## src/rtl/csac_pkg.sv

```systemverilog
package csac_pkg;
  localparam int          NUM_STEPS     = 12;
  localparam int          SIZE_W        = 14;
  localparam logic [13:0] SIZE_MAX      = 14'h270f;  // 9999
  localparam int          CNT_W         = 18;
  localparam logic [17:0] CNT_MAX       = 18'h3ff70; // 262000
  localparam logic [1:0]  FAIL_LIMIT    = 2'h3;
  localparam int          LOG_DEPTH     = 5;
  localparam logic [7:0]  THD_DEFAULT   = 8'h07;     // 7 %
  localparam logic [7:0]  DELAY_DEFAULT = 8'h3c;     // 60 s
  localparam int          CLK_HZ        = 250_000_000;
  localparam int          SEC_CYCLES    = CLK_HZ;
  localparam int          ESC_HOLD_S    = 3;
  localparam int          FAULT_HOLD_S  = 24 * 3600;
  localparam int          BLOCK_HOLD_S  = 30 * 60;
  localparam int          SEC_W         = 28;
  localparam int          LONG_W        = 17;

  typedef enum logic [1:0] {
    CSAC_REG, CSAC_FON, CSAC_FOFF, CSAC_FLTY
  } csac_type_t;

  typedef struct packed {
    logic [3:0]        idx;
    logic              inductive;
    logic [SIZE_W-1:0] size;
    csac_type_t        stype;
  } csac_step_cfg_t;

  typedef struct packed {
    logic       valid;
    logic [3:0] code;
  } csac_log_t;
endpackage : csac_pkg

```

## src/rtl/csac_ctrl.sv

```systemverilog
// Functional notes
// - Hold manual size per step, max 9999
// - Each step capacitive or inductive, any order
// - Recognition enabled sets step type automatically
// - Regulated steps follow regulation demand
// - Forced-on stays on, drops on critical or when blocked by shedding
// - Forced-off stays off, no regulation
// - Three consecutive failures mark step faulty
// - Faulty excluded 24 h or until restart
// - Per-step cycle counter, readable, clearable, bounded
// - Manual reset latches until Esc 3 s
// - Auto reset clears with condition
// - Log five latest alarms, drop oldest
// - Distortion over limit for delay trips alarm
// - Optionally shed steps sequentially, block 30 min
// - Distortion threshold programmable, default 7 %
// - Twelve independent steps, regulated default
// - Trigger delay in seconds, default 60
module csac_ctrl #(
  parameter int SEC_CYCLES   = csac_pkg::SEC_CYCLES,
  parameter int ESC_HOLD_S   = csac_pkg::ESC_HOLD_S,
  parameter int FAULT_HOLD_S = csac_pkg::FAULT_HOLD_S,
  parameter int BLOCK_HOLD_S = csac_pkg::BLOCK_HOLD_S
) (
  input  wire logic                     ref_clk_i,
  input  wire logic                     rstn_i,
  input  wire logic                     cfg_we_i,
  input  wire csac_pkg::csac_step_cfg_t cfg_i,
  input  wire logic                     cnt_clr_i,
  input  wire logic [3:0]               cnt_idx_i,
  input  wire logic                     recog_en_i,
  input  wire logic                     recog_done_i,
  input  wire logic [3:0]               recog_idx_i,
  input  wire csac_pkg::csac_type_t     recog_type_i,
  input  wire logic                     lockout_en_i,
  input  wire logic [11:0]              reg_demand_i,
  input  wire logic                     critical_i,
  input  wire logic                     sw_result_i,
  input  wire logic                     sw_fail_i,
  input  wire logic [3:0]               sw_idx_i,
  input  wire logic                     manual_reset_en_i,
  input  wire logic                     esc_key_i,
  input  wire logic                     shed_en_i,
  input  wire logic [7:0]               thd_limit_i,
  input  wire logic [7:0]               trip_delay_i,
  input  wire logic [7:0]               voltage_distortion_level_i,
  input  wire logic [3:0]               rd_idx_i,
  output logic [11:0]                   step_on_o,
  output logic [11:0]                   step_faulty_o,
  output logic [13:0]                   rd_size_o,
  output logic                          rd_inductive_o,
  output csac_pkg::csac_type_t          rd_type_o,
  output logic [17:0]                   rd_cycles_o,
  output logic                          alarm_relay_o,
  output logic                          distortion_alarm_o,
  output csac_pkg::csac_log_t [4:0]     alarm_log_o
);
  localparam int N = csac_pkg::NUM_STEPS;
  localparam int ESC_CYC = ESC_HOLD_S * SEC_CYCLES;

  // Persistent settings live in this array (non-volatile in system)
  csac_pkg::csac_type_t          stype [N];
  logic [csac_pkg::SIZE_W-1:0]   ssize [N];
  logic                          sind  [N];
  logic [csac_pkg::CNT_W-1:0]    scnt  [N];
  logic [1:0]                    fails [N];
  logic [csac_pkg::LONG_W-1:0]   lock_s [N];
  logic [csac_pkg::SEC_W-1:0]    sec_cnt;
  logic                          sec_tick;
  logic [31:0]                   esc_cnt;
  logic                          esc_reset;
  logic                          thd_over;
  logic [7:0]                    trip_s;
  logic                          trip_cond;
  logic [7:0]                    shed_s;
  logic [11:0]                   blocked;
  logic [csac_pkg::LONG_W-1:0]   block_s;
  logic [11:0]                   next_on;
  logic [11:0]                   faulty_vec;

  assign thd_over = voltage_distortion_level_i > thd_limit_i;

  always_ff @(posedge ref_clk_i or negedge rstn_i) begin
    if (!rstn_i) begin
      sec_cnt  <= '0;
      sec_tick <= 1'b0;
    end else begin
      sec_tick <= sec_cnt == csac_pkg::SEC_W'(SEC_CYCLES - 1);
      if (sec_cnt == csac_pkg::SEC_W'(SEC_CYCLES - 1))
        sec_cnt <= '0;
      else
        sec_cnt <= sec_cnt + 1'b1;
    end
  end

  // Step configuration, recognition and fault marking
  always_ff @(posedge ref_clk_i or negedge rstn_i) begin
    if (!rstn_i) begin
      for (int i = 0; i < N; i++) begin
        stype[i]  <= csac_pkg::CSAC_REG;
        ssize[i]  <= '0;
        sind[i]   <= 1'b0;
        fails[i]  <= '0;
        lock_s[i] <= '0;
      end
    end else begin
      for (int i = 0; i < N; i++)
        if (sec_tick && lock_s[i] != '0)
          lock_s[i] <= lock_s[i] - 1'b1;
      if (cfg_we_i && cfg_i.idx < 4'(N)) begin
        if (!recog_en_i)
          ssize[cfg_i.idx] <= (cfg_i.size > csac_pkg::SIZE_MAX) ?
                              csac_pkg::SIZE_MAX : cfg_i.size;
        sind[cfg_i.idx]   <= cfg_i.inductive;
        stype[cfg_i.idx]  <= cfg_i.stype;
        fails[cfg_i.idx]  <= '0;
        lock_s[cfg_i.idx] <= '0;
      end
      if (recog_en_i && recog_done_i && recog_idx_i < 4'(N))
        stype[recog_idx_i] <= recog_type_i;
      if (sw_result_i && sw_idx_i < 4'(N)) begin
        if (!sw_fail_i)
          fails[sw_idx_i] <= '0;
        else if (lockout_en_i &&
                 fails[sw_idx_i] >= csac_pkg::FAIL_LIMIT - 2'h1) begin
          stype[sw_idx_i]  <= csac_pkg::CSAC_FLTY;
          lock_s[sw_idx_i] <= csac_pkg::LONG_W'(FAULT_HOLD_S);
          fails[sw_idx_i]  <= '0;
        end else if (fails[sw_idx_i] != csac_pkg::FAIL_LIMIT)
          fails[sw_idx_i] <= fails[sw_idx_i] + 2'h1;
      end
    end
  end

  // Faulty type only excludes while lock timer runs
  always_comb
    for (int i = 0; i < N; i++)
      faulty_vec[i] = stype[i] == csac_pkg::CSAC_FLTY &&
                      lock_s[i] != '0;

  always_comb begin
    for (int i = 0; i < N; i++) begin
      case (stype[i])
        csac_pkg::CSAC_REG:  next_on[i] = reg_demand_i[i];
        csac_pkg::CSAC_FON:  next_on[i] = !critical_i;
        csac_pkg::CSAC_FOFF: next_on[i] = 1'b0;
        csac_pkg::CSAC_FLTY: next_on[i] = !faulty_vec[i] && reg_demand_i[i];
        default:             next_on[i] = 1'b0;
      endcase
      if (blocked[i])
        next_on[i] = 1'b0;
    end
  end

  // Switching cycle counters, one per step
  always_ff @(posedge ref_clk_i or negedge rstn_i) begin
    if (!rstn_i) begin
      for (int i = 0; i < N; i++)
        scnt[i] <= '0;
    end else begin
      for (int i = 0; i < N; i++)
        if (next_on[i] && !step_on_o[i] &&
            scnt[i] != csac_pkg::CNT_MAX)
          scnt[i] <= scnt[i] + 1'b1;
      if (cnt_clr_i && cnt_idx_i < 4'(N))
        scnt[cnt_idx_i] <= '0;
    end
  end

  // Distortion trip delay
  always_ff @(posedge ref_clk_i or negedge rstn_i) begin
    if (!rstn_i) begin
      trip_s    <= '0;
      trip_cond <= 1'b0;
    end else if (!thd_over) begin
      trip_s    <= '0;
      trip_cond <= 1'b0;
    end else if (sec_tick && !trip_cond) begin
      if (trip_s + 8'h01 >= trip_delay_i)
        trip_cond <= 1'b1;
      trip_s <= trip_s + 8'h01;
    end
  end

  // Sequential shedding and 30 minute block
  always_ff @(posedge ref_clk_i or negedge rstn_i) begin
    if (!rstn_i) begin
      blocked <= '0;
      shed_s  <= '0;
      block_s <= '0;
    end else if (trip_cond && shed_en_i) begin
      block_s <= csac_pkg::LONG_W'(BLOCK_HOLD_S);
      if (sec_tick) begin
        if (shed_s + 8'h01 >= trip_delay_i) begin
          shed_s <= '0;
          for (int i = N - 1; i >= 0; i--)
            if (step_on_o[i] && !blocked[i]) begin
              blocked <= blocked | (12'h001 << i);
              break;
            end
        end else
          shed_s <= shed_s + 8'h01;
      end
    end else if (blocked != '0) begin
      shed_s <= '0;
      if (sec_tick) begin
        if (block_s <= csac_pkg::LONG_W'(1)) begin
          blocked <= '0;
          block_s <= '0;
        end else
          block_s <= block_s - 1'b1;
      end
    end
  end

  // Esc hold detection
  always_ff @(posedge ref_clk_i or negedge rstn_i) begin
    if (!rstn_i) begin
      esc_cnt   <= '0;
      esc_reset <= 1'b0;
    end else begin
      esc_reset <= esc_key_i && esc_cnt == 32'(ESC_CYC - 1);
      if (!esc_key_i)
        esc_cnt <= '0;
      else if (esc_cnt < 32'(ESC_CYC))
        esc_cnt <= esc_cnt + 1'b1;
    end
  end

  // Alarm latch, relay and log
  always_ff @(posedge ref_clk_i or negedge rstn_i) begin
    if (!rstn_i) begin
      distortion_alarm_o <= 1'b0;
      alarm_relay_o      <= 1'b0;
      alarm_log_o        <= '0;
    end else begin
      if (trip_cond) begin
        distortion_alarm_o <= 1'b1;
        alarm_relay_o      <= 1'b1;
        if (!distortion_alarm_o)
          alarm_log_o <= {alarm_log_o[3:0],
                          csac_pkg::csac_log_t'({1'b1, 4'h1})};
      end else if (!manual_reset_en_i || esc_reset) begin
        distortion_alarm_o <= 1'b0;
        alarm_relay_o      <= 1'b0;
      end
    end
  end

  always_ff @(posedge ref_clk_i or negedge rstn_i) begin
    if (!rstn_i) begin
      step_on_o      <= '0;
      step_faulty_o  <= '0;
      rd_size_o      <= '0;
      rd_inductive_o <= 1'b0;
      rd_type_o      <= csac_pkg::CSAC_REG;
      rd_cycles_o    <= '0;
    end else begin
      step_on_o     <= next_on;
      step_faulty_o <= faulty_vec;
      if (rd_idx_i < 4'(N)) begin
        rd_size_o      <= ssize[rd_idx_i];
        rd_inductive_o <= sind[rd_idx_i];
        rd_type_o      <= stype[rd_idx_i];
        rd_cycles_o    <= scnt[rd_idx_i];
      end
    end
  end
endmodule : csac_ctrl

```

## config.mk

```make
export PLATFORM = sky130hd
export DESIGN_NAME = csac_ctrl
export DESIGN_NICKNAME = d
export VERILOG_FILES = /design/src/rtl/csac_pkg.sv /design/src/rtl/csac_ctrl.sv
export SDC_FILE = /design/constraint.sdc
export NUM_CORES = 2
export LEC_CHECK = 0
export BUFFER_PORTS_ARGS = -buffer_cell sky130_fd_sc_hd__buf_2
export CAP_MARGIN = 20
export CELL_PAD_IN_SITES_DETAIL_PLACEMENT = 1
export CELL_PAD_IN_SITES_GLOBAL_PLACEMENT = 2
export CORE_MARGIN = 2
export CORE_UTILIZATION = 44
export DETAILED_ROUTE_END_ITERATION = 10
export PLACE_DENSITY_LB_ADDON = 0.2
export SKIP_CTS_REPAIR_TIMING = 1
export SLEW_MARGIN = 20
export SYNTH_ARGS = -nofsm -noshare
export SYNTH_HDL_FRONTEND = slang
export SYNTH_SLANG_ARGS = --single-unit
```

## constraint.sdc

```tcl
create_clock -name ref_clk_i -period 9.74 [get_ports ref_clk_i]
set_input_delay 1.461 -clock ref_clk_i [delete_from_list [all_inputs] [get_ports ref_clk_i]]
set_output_delay 1.461 -clock ref_clk_i [all_outputs]
set_load 0.01 [all_outputs]
```

Yosys cells after proc, flatten, opt, wreduce, memory -nomap -nowiden. Cells that the tools add are included.

Logic and storage cells: 669. Input port bits: 88. Output and inout bits: 86. Bits in registers: 821.

Reductions and logical operators: 161. Magnitude comparators: 21. Bitwise operators: 19. Add/subtract/negate cells: 30. Eq/ne operators: 58. Mux-type cells: 286.

Operators with widths (number): two-way mux 12 bit (69); two-way mux 204 bit (4); two-way mux 17 bit (18); two-way mux 18 bit (15); two-way mux 24 bit (10); subtractor 17 x 1 -> 17 bit (second input constant) (13); adder 18 x 1 -> 18 bit (second input constant) (12); bitwise AND 216 bit (1); two-way mux 216 bit (1); inequality test 18 bit (second input constant) (12); NOT 216 bit (1); bitwise AND 204 bit (1); NOT 204 bit (1); nonzero test 17 bit (12); bitwise mux 168 bit (1); bitwise AND 144 bit (1); NOT 144 bit (1); demux 17 bit (select 4 bit) (2); two-way mux 1 bit (119); logical AND 1 bit (85); binary-select mux 18 bit (select 4 bit) (1); bitwise mux 24 bit (3); demux 18 bit (select 4 bit) (1); two-way mux 32 bit (2); 46 further kinds (189).

Depth between registers and ports, before layout.
Word-level depth: 105. Gate-level depth with buffers: 11. Mapped depth without buffers: 11.

Worst setup path after synthesis. Ideal clock, no wire load.

Path kind: input to register. Start point: input port rd_idx_i[0]. End point: register rd_cycles_o[0]. Path buffers: 3. Arrival: 3601 ps. Setup slack: 6000 ps. Stages: 5. Setup time: 138 ps. Required time: 9602 ps. Cells stage by stage: clkbuf_1 > buf_1 > buf_1 > mux4_2 > mux4_2.

Word-level cells in the longest chain between the ends: 4. Elaborated cells on any way between the ends: 5. Classes of those cells: 1 x order compare; 3 x mux; 1 x bitwise.

Ends and longest elaborated chain: start: declaration (RTL line csac_ctrl.sv:47) `input wire logic [3:0] rd_idx_i,`; NOT 4 -> 5 bit (not written as such) (RTL line csac_ctrl.sv:265) `rd_cycles_o <= scnt[rd_idx_i];`; binary-select mux 18 bit (select 4 bit) (RTL line csac_ctrl.sv:265); two-way mux 18 bit (not written as such) (2 in a row) (RTL line csac_ctrl.sv:265); end signal: assignment (RTL line csac_ctrl.sv:265); end: declaration (RTL line csac_ctrl.sv:53) `output logic [17:0] rd_cycles_o,`.

Parallel ways exist; a longest one is shown, timed or not. The select of a mux whose other input is x is not followed. A chain may end at the register's enable or synchronous reset.

Worst setup path in the final report.
Start point: input port sw_idx_i[1]. End point: register lock_s[69] (netlist name).

Word-level cells in the longest chain between the ends: 10. Elaborated cells on any way between the ends: 18. Classes of those cells: 4 x order compare; 8 x mux; 3 x bitwise; 3 x reduce/logical.

Ends and longest elaborated chain: start: declaration (RTL line csac_ctrl.sv:40) `input wire logic [3:0] sw_idx_i,`; NOT 4 -> 5 bit (not written as such) (RTL line csac_ctrl.sv:125, csac_ctrl.sv:127); greater-or-equal comparator 5 bit (not written as such) / less-than comparator 5 x 1 -> 1 bit (equally long branches) (RTL line csac_ctrl.sv:127) `lock_s[sw_idx_i] <= csac_pkg::LONG_W'(FAULT_HOLD_S);`; logical AND 1 bit (not written as such) (RTL line csac_ctrl.sv:127); two-way mux 17 bit (not written as such) (RTL line csac_ctrl.sv:127); demux 17 bit (select 4 bit) (RTL line csac_ctrl.sv:127); NOT 144 bit (no line); bitwise AND 144 bit (no line); two-way mux 204 bit (RTL line csac_ctrl.sv:124) `else if (lockout_en_i &&`; two-way mux 204 bit (RTL line csac_ctrl.sv:122) `if (!sw_fail_i)`; two-way mux 204 bit (*) (RTL line csac_ctrl.sv:121) `if (sw_result_i && sw_idx_i < 4'(N)) begin`; end signal: indexed assignment (RTL line csac_ctrl.sv:109) `lock_s[i] <= lock_s[i] - 1'b1;`; end signal: indexed assignment (RTL line csac_ctrl.sv:127); end: declaration (RTL line csac_ctrl.sv:67) `logic [csac_pkg::LONG_W-1:0] lock_s [N];`.

Mark *: on every way between the ends. The rest lies on a longest branch, timed or not. The select of a mux whose other input is x is not followed.

==> results.sh <==
export IMPL_finalClockSkew_ns=0.03447
export IMPL_crit_chain="buf_2 -> mux2_2 -> o221ai_1 -> nor3_1 -> nand4_1 -> nand2_1 -> a211oi_1"
export IMPL_syn_area_per_cell_um2=9.753
export IMPL_wl_per_cell_um=23.33
export IMPL_finalCritPeriodShare_pct=38.50
export IMPL_worstPathArrival_ns=4.25
export IMPL_start_kind="input pin"
export IMPL_dpl_worst_slack_ns=5.364
export IMPL_insertion_delay_ns=0.68
export IMPL_drive_gt1_share_pct=12.85
export IMPL_syn_cell_area_mm2=0.04358
export IMPL_final_common_cell="dfrtp_1"
export IMPL_rows=115
export IMPL_hold_viol=0
export IMPL_track_usage_pct=27.50
export IMPL_drv_cap=0
export IMPL_hp_class="reg -> reg"
export IMPL_grt_ovfl_total=0
export IMPL_p_sw_share_pct=31.86
export IMPL_cts_htree_levels=3
export IMPL_slowest_stage="nor3_1"
export IMPL_worst_slew_pin_slew_ns=1.117
export IMPL_ys_ff_latch=821
export IMPL_fill_cells=10990
export IMPL_combPwrFrac_pct=17.9
export IMPL_drtPass1Iterations=5
export IMPL_yosysWarnings=0
export IMPL_clkSinkCount=821
export IMPL_vias=35270
export IMPL_grt_max_degree=164
export IMPL_p_int_mw=7.056
export IMPL_slew_viol_final=0
export IMPL_cp_slowest_stage_delay_ns=0.87
export IMPL_core_mm2=0.09828
export IMPL_crit_required_ns=10.24
export IMPL_end_kind="register"
export IMPL_nets=4732
export IMPL_start_util_pct=44.34
export IMPL_vdd_drop_max_mv=0.1464
export IMPL_ys_types=83
export IMPL_synth_top_family_by_area="simple AND/OR/NAND/NOR gates"
export IMPL_vias_per_cell=5.929
export IMPL_grt_first_pass_wirelength_um=219300
export IMPL_p_seq_share_pct=45.1
export IMPL_clockBufferDepth=3
export IMPL_drtAntennaViolNets=0
export IMPL_antenna_found_initial=12
export IMPL_port_buffers=158
export IMPL_gp_routability_congestion=0.9061
export IMPL_die_y_um=318.7
export IMPL_synthCells=4468
export IMPL_drtIter0Drc=2633
export IMPL_final_cell_mix="dfrtp_1, nor2_1, nand2_1"
export IMPL_die_x_um=318.7
export IMPL_crit_fanout=19
export IMPL_outcome="completed"
export IMPL_cts_buffers=95
export IMPL_synth_area_mux_share_pct=8.390
export IMPL_async_reset_ff_share_pct=100.0
export IMPL_synth_compound_area_share_pct=8.593
export IMPL_power_per_cell_area_mw_per_mm2=211.1
export IMPL_fmax_ghz=0.2667
export IMPL_leakagePower_nw=21.29
export IMPL_multi_input_area_mm2=0.02186
export IMPL_finalWirelength_um=138800
export IMPL_synth_edf_count=0
export IMPL_clk_pin_slew_worst_paths_ns=0.06
export IMPL_root_buffer="clkbuf_16"
export IMPL_relSlewSlack_pct=24.93
export IMPL_post_route_worst_setup_slack_ns=5.990
export IMPL_seq_area_frac_synth_pct=47.14
export IMPL_drc=0
export IMPL_clkPwrFrac_pct=37.1
export IMPL_synth_xor_area_share_pct=7.416
export IMPL_seq_area_mm2=0.02055
export IMPL_die_area_mm2=0.1016
export IMPL_synthSimpleGateAreaFrac_pct=23.56
export IMPL_cts_tree="yes"
export IMPL_setup_violations=0
export IMPL_dp_hpwl_um=97860
export IMPL_synthAdderAreaFrac_pct=1.924
export IMPL_ys_flop_type="dfrtp_1"
export IMPL_ios=174
export IMPL_rsz0062_at_grt="false"
export IMPL_period_minus_slack_ns=3.750
export IMPL_grt_pass1_vias=36410
export IMPL_p_sw_mw=3.300
export IMPL_area_growth_pct=12.58
export IMPL_worstSetupPathType="in -> reg"
export IMPL_setup_tns_ns=0
[stage by stage]
step / hold WS [ns] / std cells / cell area (µm²) / total power [mW] / utilization, %
after floorplan: 0.4050 / 4482 / 43630 / 5.676 / -
after global placement: 0.4518 / 5766 / 45660 / 6.475 / 46.46
after global routing: 0.4953 / 5943 / 49040 / 10.87 / 49.91
final: 0.4643 / 5949 / 49060 / 10.36 / 49.92
after CTS: 0.4667 / 5942 / 49030 / 10.44 / 49.89
after detailed placement: 0.4592 / 5767 / 45670 / 6.556 / 46.48
[path summary, 6_finish.rpt]
check | slack, ns | start | depth (start not counted) | endpoint
worst min register to register | 0.46 | sec_cnt[0] | 1 | sec_cnt[0]
worst min-delay path | 0.46 | sec_cnt[0] | 1 | sec_cnt[0]
worst max-delay path | 5.99 | sw_idx_i[1] | 7 | lock_s[69]
max in group asynchronous | 6.88 | rstn_i | 3 | ssize[36]
worst max register to register | 6.19 | lock_s[155] | 6 | scnt[168]
min in group asynchronous | 0.82 | rstn_i | 1 | trip_s[0]
[critical path, delay by kind of cell]
kind | cells | cell delay, ns
simple gates | 3 | 1.98
buf+inv | 1 | 0.32
compound gates | 2 | 0.24
mux | 1 | 0.24
[registers in the layout, summed over array words and instances, names as in the netlist, 8 cells and up]
register / count
fails: 24
trip_s: 8
blocked: 12
shed_s: 8
step_faulty_o: 12
rd_cycles_o: 18
esc_cnt: 32
step_on_o: 12
ssize: 168
stype: 24
scnt: 216
lock_s: 204
block_s: 17
rd_size_o: 14
sec_cnt: 28
sind: 12
[cells by family after synthesis]
family	count (synthesis)
adders and majority gates	67
other	1
and+or+nand+nor	2075
AOI/OAI and AO/OA	629
DFF	821
buffers and inverters	322
xor gates and xnor gates	369
muxes	184
[cell type report]
class / count / area share [%]
clock inverter: 35 / 1.043
multi-input combinational: 3339 / 44.56
antenna: 7 / 0.03571
tap: 1287 / 3.282
inverter: 106 / 0.8110
clock buffer: 140 / 5.805
sequential: 821 / 41.88
timing repair buffer: 214 / 2.584
[cells in the mapped netlist, types with 14 or more instances]
library cell,n,area [µm²]
a31oi_1,20,125.1
dfrtp_1,821,20540
nor4_1,111,694.4
nand3_1,147,735.7
nor2_1,568,2132
a211oi_1,26,195.2
a21oi_1,111,555.5
and3_1,61,381.6
o21ai_0,317,1587
xnor2_1,242,2120
o211ai_1,23,172.7
a22oi_1,14,105.1
ha_1,67,838.3
inv_1,105,394.1
a31o_2,14,122.6
or4_1,46,345.3
o31ai_1,15,112.6
nand2b_1,63,394.1
nand4b_1,19,166.4
mux2i_1,30,300.3
clkbuf_1,175,656.9
and2_1,58,362.9
or2_2,21,131.4
mux4_2,144,3243
nor3b_1,20,150.1
buf_4,21,157.7
and4_1,14,122.6
buf_1,17,63.81
nand3b_1,17,127.6
nor3_1,172,860.8
nor2b_1,20,125.1
nor4b_1,23,201.4
or3_1,79,494.2
nand2_1,502,1884
nand4_1,98,613.1
xor2_1,127,1112
[power groups by stage]
stage,Clock (mW),Combinational [mW],Sequential [mW]
after floorplan,0,1.30,4.37
after CTS,3.92,1.87,4.66
after detailed placement,0,1.85,4.71
after global routing,4.06,2.08,4.73
after global placement,0,1.78,4.70
final,3.84,1.85,4.67
[metal layers]
layer	wire length, µm	track usage (%)	vias to the layer above
met3	6741	4.738	241
met2	65380	44.90	728
met1	61990	37.27	18190
met5	95	0	-
li1	-	-	16100
met4	4574	8.899	14
No activity file was read; power rests on OpenSTA's default activity.
